`src/rtl/aerunc_regs.svh`:
```
// Register offsets, field positions and reset values of the error reporting registers
`ifndef AERUNC_REGS_SVH
`define AERUNC_REGS_SVH

// ****************************************
// Offsets
// ****************************************
`define AERUNC_OFS_CAP_ID        12'h100
`define AERUNC_OFS_NEXT_VER      12'h102
`define AERUNC_OFS_FLAGS         12'h104
`define AERUNC_OFS_MASK          12'h108

// ****************************************
// Fixed values and reset values
// ****************************************
`define AERUNC_CAP_ID_VAL        16'h0001
`define AERUNC_NEXT_PTR_VAL      12'h000
`define AERUNC_VERSION_VAL       4'h1
`define AERUNC_FLAGS_RST         32'h00000000
`define AERUNC_MASK_RST          32'h00000000

// ****************************************
// Field positions
// ****************************************
`define AERUNC_BIT_UR            20
`define AERUNC_BIT_ECRC          19
`define AERUNC_BIT_MAL           18
`define AERUNC_BIT_OVF           17
`define AERUNC_BIT_UNXP          16
`define AERUNC_BIT_CABT          15
`define AERUNC_BIT_CTO           14
`define AERUNC_BIT_FC            13
`define AERUNC_BIT_PSN           12
`define AERUNC_BIT_DLL           4
`define AERUNC_IMPL_MASK         32'h001FF010

`endif

```
`src/rtl/aerunc_pkg.sv`:
```
// Types shared by the error reporting register files
package aerunc_pkg;

  // Error detection events, one pulse per error kind
  typedef struct packed {
    logic unsupported_request;
    logic end_to_end_crc;
    logic malformed_packet;
    logic receiver_overflow;
    logic unexpected_completion;
    logic completer_abort;
    logic completion_timeout;
    logic flow_credit_protocol;
    logic poisoned_packet;
    logic link_protocol;
  } aerunc_events_t;

  // Configuration access request
  typedef struct packed {
    logic        rd;
    logic        wr;
    logic [11:0] addr;
    logic [3:0]  be;
    logic [31:0] wdata;
  } aerunc_cfg_req_t;

  // Configuration access answer
  typedef struct packed {
    logic        ack;
    logic [31:0] rdata;
  } aerunc_cfg_rsp_t;

  // Reported error, after masking
  typedef struct packed {
    logic        valid;
    logic [31:0] bits;
  } aerunc_report_t;

endpackage

```
`src/rtl/aerunc_event_map.sv`:
```
// Maps error events onto their flag positions
`timescale 1ns/1ns
`include "aerunc_regs.svh"

module aerunc_event_map (
  // Events
  input  aerunc_pkg::aerunc_events_t ev_in,
  // Flag-aligned vector
  output logic [31:0]                vec_out
);
  import aerunc_pkg::*;

  always_comb begin
    vec_out                      = 32'h00000000;
    vec_out[`AERUNC_BIT_UR]      = ev_in.unsupported_request;
    vec_out[`AERUNC_BIT_ECRC]    = ev_in.end_to_end_crc;
    vec_out[`AERUNC_BIT_MAL]     = ev_in.malformed_packet;
    vec_out[`AERUNC_BIT_OVF]     = ev_in.receiver_overflow;
    vec_out[`AERUNC_BIT_UNXP]    = ev_in.unexpected_completion;
    vec_out[`AERUNC_BIT_CABT]    = ev_in.completer_abort;
    vec_out[`AERUNC_BIT_CTO]     = ev_in.completion_timeout;
    vec_out[`AERUNC_BIT_FC]      = ev_in.flow_credit_protocol;
    vec_out[`AERUNC_BIT_PSN]     = ev_in.poisoned_packet;
    vec_out[`AERUNC_BIT_DLL]     = ev_in.link_protocol;
  end

endmodule

```
`src/rtl/aerunc_reset_gen.sv`:
```
// Fundamental reset from the synchronous, link and global reset inputs
`timescale 1ns/1ns

module aerunc_reset_gen (
  // Clock and resets
  input  wire logic clk_in,
  input  wire logic srst_in,
  input  wire logic link_reset_input_n_in,
  input  wire logic global_reset_input_n_in,
  // Fundamental reset
  output logic      fundamental_reset_out
);

  typedef struct packed {
    logic fundamental_reset;
  } aerunc_rst_state_t;

  aerunc_rst_state_t st;
  aerunc_rst_state_t next_st;

  always_comb begin
    next_st.fundamental_reset = srst_in | ~link_reset_input_n_in | ~global_reset_input_n_in;
  end

  always_ff @(posedge clk_in) begin
    st <= next_st;
  end

  assign fundamental_reset_out = st.fundamental_reset;

endmodule

```
`src/rtl/aerunc_regs_top.sv`:
```
// Uncorrectable error status and mask registers with capability header
// Notes on behaviour
// - Offset 100h always reads capability identifier 0001h.
// - Offset 102h upper twelve bits read 000h: last capability.
// - Offset 102h lowest four bits read version 1h.
// - Flags are sticky; written ones clear them, written zeros do nothing.
// - Unsupported request received sets flag bit 20.
// - End-to-end CRC failure sets flag bit 19.
// - Malformed packet sets flag bit 18.
// - Credit overrun by link partner sets flag bit 17.
// - Completion matching no request sets flag bit 16.
// - Completer abort returned by bridge sets flag bit 15.
// - Completion timeout sets flag bit 14.
// - Flow control protocol violation sets flag bit 13.
// - Poisoned packet received sets flag bit 12.
// - Data link protocol violation sets flag bit 4.
// - Bits 31:21, 11:5, 3:0 of flags and mask read zero.
// - Masked error: no flag, no message, no header log, no pointer.
// - Mask bits read/write, aligned with flags, reset to zero.
// - Each primary interface error has its own flag, set on occurrence.
// - Registers cleared only by fundamental reset from srst_in or either reset input.
// - Registers sit in extended configuration space from 100h.
`timescale 1ns/1ns
`include "aerunc_regs.svh"

module aerunc_regs_top (
  // Clock and resets
  input  wire logic                    clk_in,
  input  wire logic                    srst_in,
  input  wire logic                    link_reset_input_n_in,
  input  wire logic                    global_reset_input_n_in,
  // Configuration access
  input  aerunc_pkg::aerunc_cfg_req_t  cfg_req_in,
  output aerunc_pkg::aerunc_cfg_rsp_t  cfg_rsp_out,
  // Error events
  input  aerunc_pkg::aerunc_events_t   events_in,
  // Reporting
  output aerunc_pkg::aerunc_report_t   report_out,
  output logic [31:0]                  flags_out
);
  import aerunc_pkg::*;

  typedef struct packed {
    logic [31:0]     flags;
    logic [31:0]     mask;
    aerunc_cfg_rsp_t rsp;
    aerunc_report_t  rpt;
  } aerunc_state_t;

  aerunc_state_t st;
  aerunc_state_t next_st;
  logic          fundamental_reset;
  logic [31:0]   ev_vec;

  // ****************************************
  // Helpers
  // ****************************************
  function automatic logic [31:0] be_expand(input logic [3:0] be);
    be_expand = {{8{be[3]}}, {8{be[2]}}, {8{be[1]}}, {8{be[0]}}};
  endfunction

  function automatic logic [31:0] read_word(input logic [11:0] a, input logic [31:0] f, input logic [31:0] m);
    unique case (a)
      // capability id plus pointer and version
      `AERUNC_OFS_CAP_ID: read_word = {`AERUNC_NEXT_PTR_VAL, `AERUNC_VERSION_VAL, `AERUNC_CAP_ID_VAL};
      `AERUNC_OFS_FLAGS:  read_word = f & `AERUNC_IMPL_MASK;
      `AERUNC_OFS_MASK:   read_word = m & `AERUNC_IMPL_MASK;
      default:            read_word = 32'h00000000;
    endcase
  endfunction

  // ****************************************
  // Submodules
  // ****************************************
  aerunc_reset_gen u_rst (
    .clk_in                  (clk_in),
    .srst_in                 (srst_in),
    .link_reset_input_n_in   (link_reset_input_n_in),
    .global_reset_input_n_in (global_reset_input_n_in),
    .fundamental_reset_out   (fundamental_reset)
  );

  aerunc_event_map u_map (
    .ev_in   (events_in),
    .vec_out (ev_vec)
  );

  // ****************************************
  // Next state
  // ****************************************
  logic [31:0] wr_bits;
  logic [31:0] hit;
  logic        wr_flags;
  logic        wr_mask;

  always_comb begin
    next_st  = st;
    wr_flags = cfg_req_in.wr && (cfg_req_in.addr == `AERUNC_OFS_FLAGS);
    wr_mask  = cfg_req_in.wr && (cfg_req_in.addr == `AERUNC_OFS_MASK);
    wr_bits  = cfg_req_in.wdata & be_expand(cfg_req_in.be) & `AERUNC_IMPL_MASK;
    hit      = ev_vec & ~st.mask & `AERUNC_IMPL_MASK;
    if (wr_flags) begin
      next_st.flags = st.flags & ~wr_bits;
    end
    next_st.flags = (next_st.flags | hit) & `AERUNC_IMPL_MASK;
    if (wr_mask) begin
      next_st.mask = ((st.mask & ~be_expand(cfg_req_in.be)) | wr_bits) & `AERUNC_IMPL_MASK;
    end
    next_st.rsp.ack   = cfg_req_in.rd | cfg_req_in.wr;
    next_st.rsp.rdata = cfg_req_in.rd ? read_word(cfg_req_in.addr, st.flags, st.mask) : 32'h00000000;
    next_st.rpt.valid = |hit;
    next_st.rpt.bits  = hit;
  end

  // ****************************************
  // Registers
  // ****************************************
  // only fundamental reset clears
  always_ff @(posedge clk_in) begin
    if (fundamental_reset) begin
      st.flags <= `AERUNC_FLAGS_RST;
      st.mask  <= `AERUNC_MASK_RST;
      st.rsp   <= '0;
      st.rpt   <= '0;
    end else begin
      st <= next_st;
    end
  end

  assign cfg_rsp_out = st.rsp;
  assign report_out  = st.rpt;
  assign flags_out   = st.flags;

  // ****************************************
  // Checks
  // ****************************************
  a_cap_id_read: assert property (@(posedge clk_in) disable iff (fundamental_reset)
    cfg_req_in.rd && cfg_req_in.addr == 12'h100 |=> cfg_rsp_out.rdata[15:0] == 16'h0001)
    else $error("capability id wrong");

  a_next_ptr_zero: assert property (@(posedge clk_in) disable iff (fundamental_reset)
    cfg_req_in.rd && cfg_req_in.addr == 12'h100 |=> cfg_rsp_out.rdata[31:20] == 12'h000)
    else $error("next pointer not zero");

  a_version_one: assert property (@(posedge clk_in) disable iff (fundamental_reset)
    cfg_req_in.rd && cfg_req_in.addr == 12'h100 |=> cfg_rsp_out.rdata[19:16] == 4'h1)
    else $error("version wrong");

  a_flag_sticky: assert property (@(posedge clk_in) disable iff (fundamental_reset)
    !(cfg_req_in.wr && cfg_req_in.addr == 12'h104) |=> (flags_out & $past(flags_out)) == $past(flags_out))
    else $error("flag dropped without clear");

  a_ur_sets: assert property (@(posedge clk_in) disable iff (fundamental_reset)
    events_in.unsupported_request && !st.mask[20] |=> flags_out[20])
    else $error("unsupported request flag not set");

  a_crc_sets: assert property (@(posedge clk_in) disable iff (fundamental_reset)
    events_in.end_to_end_crc && !st.mask[19] |=> flags_out[19])
    else $error("crc flag not set");

  a_dll_sets: assert property (@(posedge clk_in) disable iff (fundamental_reset)
    events_in.link_protocol && !st.mask[4] |=> flags_out[4])
    else $error("link protocol flag not set");

  a_reserved_zero: assert property (@(posedge clk_in) disable iff (fundamental_reset)
    ((flags_out | st.mask) & 32'hFFE00FEF) == 32'h00000000)
    else $error("reserved bit set");

  a_mask_blocks: assert property (@(posedge clk_in) disable iff (fundamental_reset)
    st.mask[18] && !flags_out[18] && !(cfg_req_in.wr && cfg_req_in.addr == 12'h108) |=> !flags_out[18] && !report_out.bits[18])
    else $error("masked error reported");

  a_set_wins: assert property (@(posedge clk_in) disable iff (fundamental_reset)
    cfg_req_in.wr && cfg_req_in.addr == 12'h104 && events_in.poisoned_packet && !st.mask[12] |=> flags_out[12])
    else $error("event lost during clear");

  a_reset_clears: assert property (@(posedge clk_in)
    !link_reset_input_n_in ##1 1'b1 |=> flags_out == 32'h00000000 && st.mask == 32'h00000000)
    else $error("reset did not clear");

  a_mal_sets: assert property (@(posedge clk_in) disable iff (fundamental_reset)
    events_in.malformed_packet && !st.mask[18]
    |=> flags_out[18])
    else $error("malformed packet flag not set");

  a_ovf_sets: assert property (@(posedge clk_in) disable iff (fundamental_reset)
    events_in.receiver_overflow && !st.mask[17]
    |=> flags_out[17])
    else $error("credit overrun flag not set");

  a_unxp_sets: assert property (@(posedge clk_in) disable iff (fundamental_reset)
    events_in.unexpected_completion && !st.mask[16]
    |=> flags_out[16])
    else $error("unexpected completion flag not set");

  a_cabt_sets: assert property (@(posedge clk_in) disable iff (fundamental_reset)
    events_in.completer_abort && !st.mask[15]
    |=> flags_out[15])
    else $error("completer abort flag not set");

  a_cto_sets: assert property (@(posedge clk_in) disable iff (fundamental_reset)
    events_in.completion_timeout && !st.mask[14]
    |=> flags_out[14])
    else $error("completion timeout flag not set");

  a_fc_sets: assert property (@(posedge clk_in) disable iff (fundamental_reset)
    events_in.flow_credit_protocol && !st.mask[13]
    |=> flags_out[13])
    else $error("flow credit flag not set");

  a_psn_sets: assert property (@(posedge clk_in) disable iff (fundamental_reset)
    events_in.poisoned_packet && !st.mask[12]
    |=> flags_out[12])
    else $error("poisoned packet flag not set");

  a_ur_report: assert property (@(posedge clk_in) disable iff (fundamental_reset)
    events_in.unsupported_request && !st.mask[20]
    |=> report_out.valid && report_out.bits[20])
    else $error("unsupported request not reported");

  a_crc_report: assert property (@(posedge clk_in) disable iff (fundamental_reset)
    events_in.end_to_end_crc && !st.mask[19]
    |=> report_out.valid && report_out.bits[19])
    else $error("crc error not reported");

  a_mal_report: assert property (@(posedge clk_in) disable iff (fundamental_reset)
    events_in.malformed_packet && !st.mask[18]
    |=> report_out.valid && report_out.bits[18])
    else $error("malformed packet not reported");

  a_ovf_report: assert property (@(posedge clk_in) disable iff (fundamental_reset)
    events_in.receiver_overflow && !st.mask[17]
    |=> report_out.valid && report_out.bits[17])
    else $error("credit overrun not reported");

  a_unxp_report: assert property (@(posedge clk_in) disable iff (fundamental_reset)
    events_in.unexpected_completion && !st.mask[16]
    |=> report_out.valid && report_out.bits[16])
    else $error("unexpected completion not reported");

  a_cabt_report: assert property (@(posedge clk_in) disable iff (fundamental_reset)
    events_in.completer_abort && !st.mask[15]
    |=> report_out.valid && report_out.bits[15])
    else $error("completer abort not reported");

  a_cto_report: assert property (@(posedge clk_in) disable iff (fundamental_reset)
    events_in.completion_timeout && !st.mask[14]
    |=> report_out.valid && report_out.bits[14])
    else $error("completion timeout not reported");

  a_fc_report: assert property (@(posedge clk_in) disable iff (fundamental_reset)
    events_in.flow_credit_protocol && !st.mask[13]
    |=> report_out.valid && report_out.bits[13])
    else $error("flow credit error not reported");

  a_psn_report: assert property (@(posedge clk_in) disable iff (fundamental_reset)
    events_in.poisoned_packet && !st.mask[12]
    |=> report_out.valid && report_out.bits[12])
    else $error("poisoned packet not reported");

  a_dll_report: assert property (@(posedge clk_in) disable iff (fundamental_reset)
    events_in.link_protocol && !st.mask[4]
    |=> report_out.valid && report_out.bits[4])
    else $error("link protocol error not reported");

  a_ur_masked: assert property (@(posedge clk_in) disable iff (fundamental_reset)
    events_in.unsupported_request && st.mask[20] && !flags_out[20]
    |=> !flags_out[20] && !report_out.bits[20])
    else $error("masked unsupported request seen");

  a_crc_masked: assert property (@(posedge clk_in) disable iff (fundamental_reset)
    events_in.end_to_end_crc && st.mask[19] && !flags_out[19]
    |=> !flags_out[19] && !report_out.bits[19])
    else $error("masked crc error seen");

  a_ovf_masked: assert property (@(posedge clk_in) disable iff (fundamental_reset)
    events_in.receiver_overflow && st.mask[17] && !flags_out[17]
    |=> !flags_out[17] && !report_out.bits[17])
    else $error("masked credit overrun seen");

  a_unxp_masked: assert property (@(posedge clk_in) disable iff (fundamental_reset)
    events_in.unexpected_completion && st.mask[16] && !flags_out[16]
    |=> !flags_out[16] && !report_out.bits[16])
    else $error("masked unexpected completion seen");

  a_cabt_masked: assert property (@(posedge clk_in) disable iff (fundamental_reset)
    events_in.completer_abort && st.mask[15] && !flags_out[15]
    |=> !flags_out[15] && !report_out.bits[15])
    else $error("masked completer abort seen");

  a_cto_masked: assert property (@(posedge clk_in) disable iff (fundamental_reset)
    events_in.completion_timeout && st.mask[14] && !flags_out[14]
    |=> !flags_out[14] && !report_out.bits[14])
    else $error("masked completion timeout seen");

  a_fc_masked: assert property (@(posedge clk_in) disable iff (fundamental_reset)
    events_in.flow_credit_protocol && st.mask[13] && !flags_out[13]
    |=> !flags_out[13] && !report_out.bits[13])
    else $error("masked flow credit error seen");

  a_psn_masked: assert property (@(posedge clk_in) disable iff (fundamental_reset)
    events_in.poisoned_packet && st.mask[12] && !flags_out[12]
    |=> !flags_out[12] && !report_out.bits[12])
    else $error("masked poisoned packet seen");

  a_dll_masked: assert property (@(posedge clk_in) disable iff (fundamental_reset)
    events_in.link_protocol && st.mask[4] && !flags_out[4]
    |=> !flags_out[4] && !report_out.bits[4])
    else $error("masked link protocol error seen");

  a_ack_follows: assert property (@(posedge clk_in) disable iff (fundamental_reset)
    cfg_req_in.rd || cfg_req_in.wr
    |=> cfg_rsp_out.ack)
    else $error("access not acknowledged");

  a_ack_alone: assert property (@(posedge clk_in) disable iff (fundamental_reset)
    !(cfg_req_in.rd || cfg_req_in.wr)
    |=> !cfg_rsp_out.ack)
    else $error("acknowledge without access");

  a_unmapped_zero: assert property (@(posedge clk_in) disable iff (fundamental_reset)
    cfg_req_in.rd && cfg_req_in.addr == 12'h10C
    |=> cfg_rsp_out.rdata == 32'h00000000)
    else $error("unmapped read not zero");

  a_flags_readback: assert property (@(posedge clk_in) disable iff (fundamental_reset)
    cfg_req_in.rd && cfg_req_in.addr == 12'h104
    |=> cfg_rsp_out.rdata == $past(flags_out))
    else $error("flags read back wrong");

  a_mask_write: assert property (@(posedge clk_in) disable iff (fundamental_reset)
    cfg_req_in.wr && cfg_req_in.addr == 12'h108 && cfg_req_in.be == 4'hF
    |=> st.mask == ($past(cfg_req_in.wdata) & 32'h001FF010))
    else $error("mask write not taken");

  a_w1c_clears: assert property (@(posedge clk_in) disable iff (fundamental_reset)
    cfg_req_in.wr && cfg_req_in.addr == 12'h104 && cfg_req_in.be[2] && cfg_req_in.wdata[20]
    && !events_in.unsupported_request |=> !flags_out[20])
    else $error("write one did not clear");

  a_report_quiet: assert property (@(posedge clk_in) disable iff (fundamental_reset)
    events_in == '0
    |=> !report_out.valid)
    else $error("report without event");

  a_valid_matches: assert property (@(posedge clk_in) disable iff (fundamental_reset)
    report_out.valid == (report_out.bits != 32'h00000000))
    else $error("report valid and bits disagree");

endmodule

```
`config.mk`:
```
export PLATFORM = sky130hd
export DESIGN_NAME = aerunc_regs_top
export DESIGN_NICKNAME = d
export VERILOG_FILES = /design/src/rtl/aerunc_pkg.sv /design/src/rtl/aerunc_event_map.sv /design/src/rtl/aerunc_reset_gen.sv /design/src/rtl/aerunc_regs_top.sv
export VERILOG_INCLUDE_DIRS = /design/src /design/src/rtl
export SDC_FILE = /design/constraint.sdc
export NUM_CORES = 1
export LEC_CHECK = 0
export ABC_AREA = 0
export BUFFER_PORTS_ARGS = -buffer_cell sky130_fd_sc_hd__buf_2
export CORE_MARGIN = 10
export CORE_UTILIZATION = 30
export DETAILED_ROUTE_END_ITERATION = 10
export PLACE_DENSITY = 0.67
export SYNTH_ARGS = -nofsm -noshare
export SYNTH_HDL_FRONTEND = slang
export SYNTH_SLANG_ARGS = --single-unit
```
`constraint.sdc`:
```
create_clock -name clk_in -period 3.6 [get_ports clk_in]
set_input_delay 0.36 -clock clk_in [delete_from_list [all_inputs] [get_ports clk_in]]
set_output_delay 0.36 -clock clk_in [all_outputs]
set_load 0.02 [all_outputs]
```
-- Word-level counts from Yosys, hierarchy flattened
Cells that the tools add are included.
- word-level logic and storage cells: 32
- input port bits: 64
- register bits: 87
- bitwise operators: 15
- equal/unequal tests: 3
- mux-type cells: 2
- reductions and logical operators: 4
- operators by type and width (cell ; number):
    $and 21x21->21 ; 4
    $not 21->21 ; 3
    $pmux 21 s3 ; 1
    $or 21x21->21 ; 2
    $eq 12x9->1 const B ; 3
    $mux 21 ; 1
    $reduce_or 10->1 ; 1
    $not 1->1 ; 3
    $or 1x1->1 ; 3
    $logic_and 1x1->1 ; 2
    $reduce_or 2->1 ; 1

-- Depth between registers and ports, before layout
Gate-level depths: netlist (run 1).
- depth in word-level cells: 5
- depth in mapped cells: 5
- mapped depth without buffers: 3

-- By module
From an unflattened synthesis (run 1), not the netlist that was laid out.
- cell total of the unflattened synthesis: 313
- area total of the unflattened synthesis: 2782.7 µm²
- by module, submodules not included (module ; cells an instance ; sequential area each (µm²) ; area an instance (µm²) ; instances):
    aerunc_regs_top ; 278 ; 860.8 ; 2511.2 ; 1
    aerunc_event_map ; 33 ; 0.0 ; 244.0 ; 1
    aerunc_reset_gen ; 2 ; 20.0 ; 27.5 ; 1

-- Worst setup path before layout (run 1)
No wires, ideal clock.
- path type: input to register
- start: input port cfg_req_in[37] in the netlist's numbering
- end: register st (netlist bit cfg_rsp_out[0])
- data arrival time: 1.721 ns
- required time: 3.512 ns
- cell stages on the path: 5
- setup slack: 1.791 ns
- cell sequence: or4_4 -> buf_6 -> or3_4 -> buf_6 -> nor4_4
- cells in the longest elaborated chain, start to end: 2
- ends and longest elaborated chain (what ; line ; source):
    start, declared ; aerunc_regs_top.sv:33 ; input aerunc_pkg::aerunc_cfg_req_t cfg_req_in,
    $eq 12x9->1 ; aerunc_regs_top.sv:63 ; unique case (a)
    $pmux 21 s3 * ; aerunc_regs_top.sv:63 ;
    end signal, assigned ; aerunc_regs_top.sv:126 ; st <= next_st;
    end, declared ; aerunc_regs_top.sv:50 ; aerunc_state_t st;
Mark *: on every way between the ends. The rest lies on a longest branch, timed or not.
A chain may end at the register's enable or synchronous reset.

-- Final worst setup path (run 1)
- start: input port cfg_req_in[45] in the netlist's numbering
- end: register st (netlist bit flags_out[20])
- cells in the longest elaborated chain, start to end: 4
- ends and longest elaborated chain (what ; line ; source):
    $eq 12x9->1 ; -- ;
    $logic_and 1x1->1 ; aerunc_regs_top.sv:98 ; wr_flags = cfg_req_in.wr && (cfg_req_in.addr == `AERUNC_OFS_FLAGS);
    $mux 21 ; aerunc_regs_top.sv:102 ; if (wr_flags) begin
    $or 21x21->21 ; aerunc_regs_top.sv:105 ; next_st.flags = (next_st.flags | hit) & `AERUNC_IMPL_MASK;
Every way passes these cells.

==> results of run 1 <==
-- worst reg2reg max path: stages (launching register included) --
cell and delay, ps:
dfxtp_1 320, nand2b_1 190, a21o_1 400, a2111oi_2 340
-- metal layers --
metal | vias to the layer above | track usage | wire length [um]
met2 | 89 | 0.150 | 2980
met5 | - | 0 | 0
met3 | 6 | 0.0404 | 612
li1 | 869 | - | -
met4 | 0 | 0.0259 | 49
met1 | 799 | 0.111 | 2850
-- logic make-up after synthesis --
group / synth area share
buf+inv: 0.307
simple gates: 0.228
flops: 0.332
compound gates: 0.0930
mux: 0.0378
other cells: 0.00141
-- final cells by class --
cell class / count / area share
clock buffer: 5 / 0.0253
multi-input combinational: 192 / 0.440
clock inverter: 3 / 0.0175
tap: 108 / 0.0497
inverter: 3 / 0.00414
sequential: 44 / 0.324
timing repair buffer: 75 / 0.140
-- power by group through the flow --
stage	Combinational [mW]	Sequential, mW	Clock, mW
after global placement	0.148	0.509	0
after CTS	0.151	0.497	0.401
after detailed placement	0.150	0.509	0
final	0.153	0.497	0.387
after global routing	0.167	0.498	0.419
after floorplan	0.173	0.508	0
-- layout by cell type (no fill, tap or decap), drive strengths merged --
cell type and n:
bufinv 1, a31oi 9, or4 2, a22oi 9, nand3b 1, dfxtp 44, or2 2, nand2b 30
a41oi 2, nor2 12, inv 3, clkbuf 5, mux2i 10, a21o 3, a21boi 1, clkinv 2
or3 1, or4b 1, nor4 8, a2111oi 1, buf 75, o21bai 8, nor3 10, nor2b 11
nand2 1, nand4b 5, conb 65
-- path summary, 6_finish.rpt --
path                               start               to  cells past startpoint  slack, ps
min                       cfg_req_in[16]    flags_out[16]                      2        250
max reg2reg  u_rst.fundamental_reset_out  cfg_rsp_out[16]                      3       2260
max                       cfg_req_in[45]    flags_out[20]                      4       1690
min reg2reg                     register         register                      2        500
==> out/qor.txt, run 1 <==
IO Count = 162
Synth top cells by count = buf_4, dfxtp_1, nand2b_1
Post-CTS Resized = 0
Die X = 114 um
Top area cells in the synthesized netlist = dfxtp_1, buf_4, nand2b_1
Die ar. = 0.0130 mm2
Worst rel slew slack = 0.326
TritonCTS sink count = 44
Hold/Removal Path Class = in -> reg
Ant. Diodes = 0
Vias per cell = 4.10
Count leader, synth = buf_4
Area of the multi-input gates = 0.00120 mm2
Sequential Area = 881 um2
Max Transition Viols Final = 0
Crit path max-delay family = simple AND/OR/NAND/NOR gates
Mean Syn Cell Area = 9.27 um2
Min cycle time layout = 1910 ps
Clock share of power = 0.373
Layout Utilization = 0.313
Layout cells sized above 1 = 0.314
Leak = 1.24 nW
Row count = 34
Sw Ratio = 0.286
IO Port Bufs = 73
CTS Buf Count = 5
Routed length per instance = 15.1 um
Worst EP arrival = 2060 ps
Seq pwr share = 0.479
Design Power = 1.04 mW
Crit path capture type = register
Async set-reset flop share out of synthesis = 0
Maximum vdd ir drop = 0.000130 V
Warnings from Yosys = 0
Post-CTS setup buffer count = 0
Fin nets = 385
Synth unique cells = 31
CTS tree = done
DRT Pass-1 Iters = 4
RSZ-0062 raised after global routing = no
Vias = 1,763
Max stage delay cell, worst path = nor4_2
Clock Latency Late Sink = 300 ps
HPWL after DPL = 5.17 mm
Comb power frac = 0.148
Slew of the pin with the lowest slew margin = 1010 ps
GRT Util Overall = 0.0934
Max FO, Critical Path = 7
Initial antenna violation count = 0
Post-Syn Area = 0.00265 mm2
Hold buffers post-CTS = 0
Initial DRC count = 73
Wire length after detailed routing = 6.49 mm
Main synth FF type = dfxtp_1
Cell Pwr Density = 381 mW/mm2
Placed Instances = 422
Non-filler cells, final = 430
Die Height = 114 um
RePlAce Congestion = 0.737
Worst Skew = 6.36 ps
Max stage delay on crit path = 740 ps
Critical path, cell by cell = buf_2, or4b_1, nor4_2, a31oi_1
Final WS setup = 1690 ps
Post-DP Area = 0.00260 mm2
Final Instance Area = 0.00272 mm2
Remaining global-route overflow = 0
Max Cap Viol = 0
Synth Instances = 286
Status = finished, final reports clean
Tcrit/Tclk final = 0.530
Pre-CTS setup slack = 1330 ps
Internal = 741 uW
Max Buffers Root-to-Sink = 2
Yosys top cell area share = 0.332
Seq/Total Area, Yosys = 0.332
Area grow syn2layout = 2.60%
Setup TNS = 0 ps
Core area = 0.00868 mm2
WP buf/inv = 1
Startpoint types = primary input
First-pass GRT wire length = 9.67 mm
Post-synthesis sequential element count = 44
Pin count of the biggest net entering global routing = 43
Worst hold margin = 248 ps
Root Driver = clkbuf_8
CTS clk-pin slew, worst paths = 80 ps
DR DRC count = 0
Post-route ant nets = 0
Sw power = 296 uW
EDFF count, synth = 0
Initial Util = 0.306
# setup viols final = 0
Vias in the first global route = 1,880
Post-synth top area cell = dfxtp_1
Fill count = 938
Final Hold Vio Count = 0
Data required time of the critical path = 3760 ps
Fmax = 524 MHz
Crit Path Category = in -> reg
Htree depth = 2
(Power assumes the default switching activity.)
==> run 2, diff against run 1 <==
--- a/config.mk
+++ b/config.mk
@@ -11,7 +11,7 @@
 export CORE_MARGIN = 10
 export CORE_UTILIZATION = 30
 export DETAILED_ROUTE_END_ITERATION = 10
-export PLACE_DENSITY = 0.67
+export PLACE_DENSITY = 0.7
 export SYNTH_ARGS = -nofsm -noshare
 export SYNTH_HDL_FRONTEND = slang
 export SYNTH_SLANG_ARGS = --single-unit
==> constraint.sdc (replaced) <==
create_clock -name clk_in -period 1.7 [get_ports clk_in]
set_input_delay 0.17 -clock clk_in [delete_from_list [all_inputs] [get_ports clk_in]]
set_output_delay 0.17 -clock clk_in [all_outputs]
set_load 0.02 [all_outputs]
==> out/qor.txt, run 2 (synthesis gave the netlist of run 1 again) <==
Clock share of power = 0.367 (-0.006)
Hold buffers post-CTS = 0 (unchanged)
Worst hold margin = 58.8 ps (-189 ps)
Fin nets = 398 (+3.4%)
Area grow syn2layout = 6.09%
Post-route ant nets = 0 (unchanged)
Data required time of the critical path = 1920 ps (-1840 ps)
Startpoint types = primary input
Htree depth = 2 (unchanged)
Initial Util = 0.306 (unchanged)
Worst hold start = cfg_req_in[15]
Max Buffers Root-to-Sink = 2 (unchanged)
Worst rel slew slack = 0.424 (+0.0979)
IO Port Bufs = 73 (unchanged)
Hold Path Sink = flags_out[15]
CTS tree = done
Commonest non-fill, non-tap cell in the layout = buf_2
Tcrit/Tclk final = 0.843
Max Cap Viol = 0 (unchanged)
Maximum vdd ir drop = 0.000268 V (+110%)
GRT Util Overall = 0.0969 (+0.00349)
Placed Instances = 435 (+3.1%)
Post-CTS Resized = 0 (unchanged)
Root Driver = clkbuf_8
Most frequent cells in the layout = buf_2, conb_1, dfxtp_1, nand2b_1, buf_4
Die Height = 114 um (unchanged)
Final Hold Vio Count = 0 (unchanged)
Hold Path Depth = 2 (unchanged)
Min cycle time layout = 1430 ps
DRT Pass-1 Iters = 4 (unchanged)
Post-CTS setup buffer count = 0 (unchanged)
Worst EP arrival = 1660 ps (-400 ps)
Remaining global-route overflow = 0 (unchanged)
Slew of the pin with the lowest slew margin = 863 ps (-147 ps)
Terminus of the critical flop-to-flop path = report_out[32]
# setup viols final = 0 (unchanged)
Ant. Diodes = 0 (unchanged)
CTS Buf Count = 5 (unchanged)
Wire length after detailed routing = 6.62 mm (+2.0%)
Initial antenna violation count = 0 (unchanged)
Die ar. = 0.0130 mm2 (unchanged)
Clock Latency Late Sink = 300 ps (about the same)
Status = finished, final reports clean
Reg2reg path depth = 3 (unchanged)
Leak = 1.29 nW (+4.5%)
IO Count = 162 (unchanged)
Crit Path Category = in -> reg
Sw Ratio = 0.284 (-0.00194)
TritonCTS sink count = 44 (unchanged)
Fill count = 943 (+0.53%)
Fmax = 698 MHz
CTS clk-pin slew, worst paths = 90 ps (about the same)
Layout Utilization = 0.324 (+0.0107)
Core area = 0.00868 mm2 (unchanged)
RSZ-0062 raised after global routing = no
Vias in the first global route = 2,031 (+8.0%)
Comb power frac = 0.152 (+0.004)
Layout cells sized above 1 = 0.340 (+0.0266)
Routed length per instance = 14.9 um (-0.99%)
Seq pwr share = 0.482 (+0.003)
Max FO, Critical Path = 5 (-2)
HPWL after DPL = 5.40 mm (+4.6%)
Final WS setup = 267 ps (-1430 ps)
DR DRC count = 0 (unchanged)
Hold/Removal Path Class = in -> reg
Initial DRC count = 75 (+2.7%)
Cell Pwr Density = 778 mW/mm2 (+100%)
Max Transition Viols Final = 0 (unchanged)
Sw power = 621 uW (+110%)
Vias per cell = 4.16 (+1.4%)
Pre-CTS setup slack = -75.4 ps (-1410 ps)
RePlAce Congestion = 0.766 (+4.0%)
First-pass GRT wire length = 10.2 mm (+5.1%)
Non-filler cells, final = 443 (+3.0%)
Internal = 1.57 mW (+110%)
Vias = 1,841 (+4.4%)
Row count = 34 (unchanged)
Pin count of the biggest net entering global routing = 43 (unchanged)
Reg-to-reg slack, setup = 510 ps (-1750 ps)
Worst Setup SP = cfg_req_in[37]
Crit path capture type = register
Die X = 114 um (unchanged)
Worst Skew = 7.54 ps (+1.18 ps)
-- run 2: cell types whose count changed in the layout (fill, tap and decap cells not counted) --
cell | previous run | this run
buf_4 | 2 | 15
clkinv_2 | 0 | 1
clkinv_4 | 2 | 0
clkinvlp_4 | 0 | 1
-- run 2: layout make-up --
cell class                 instances  area [um2]  share of cell area
clock buffer                       5        68.8              0.0245
sequential                        44         881               0.313
clock inverter                     3        42.5              0.0151
timing repair buffer              88         478               0.170
tap                              108         135              0.0480
inverter                           3        11.3             0.00400
multi-input combinational        192        1200               0.425
-- run 2: how the worst max path moves through the flow --
stage | end | slack (ps) | cells after the start
after floorplan | cfg_rsp_out[0] | 80 | 5
after global placement | register | -20 | 6
after detailed placement | register | -80 | 6
after CTS | register | 240 | 6
after global routing | register | 160 | 6
final | register | 270 | 6
-- run 2: per-layer routing --
metal,vias to the layer above,share of wire,track usage
met3,6,0.099,0.0415
met2,99,0.47,0.159
met4,0,0.0092,0.0242
met1,843,0.42,0.114
li1,893,-,-
met5,-,0,0
-- run 2: worst max-delay path, stage by stage --
cell,delay (ps)
buf_2,100
or4_4,550
buf_4,160
nor4_4,270
buf_4,210
mux2i_1,190
-- run 2: power groups by stage --
stage,sequential (mW),combinational (mW),clock [mW]
2_1_floorplan,1.08,0.366,0
5_1_grt,1.06,0.362,0.862
6_report,1.05,0.332,0.802
4_1_cts,1.05,0.325,0.835
3_3_place_gp,1.08,0.319,0
3_5_place_dp,1.08,0.325,0
-- run 2: through the flow --
| stage | TNS (ps) | power [mW] | cell area [um2] |
|---|---|---|---|
| after global placement | -82.3 | 1.40 | 2700 |
| after CTS | 0 | 2.21 | 2810 |
| after detailed placement | -324 | 1.40 | 2700 |
| after floorplan | 0 | 1.44 | 2890 |
| after global routing | 0 | 2.28 | 2810 |
| final | 0 | 2.19 | 2810 |
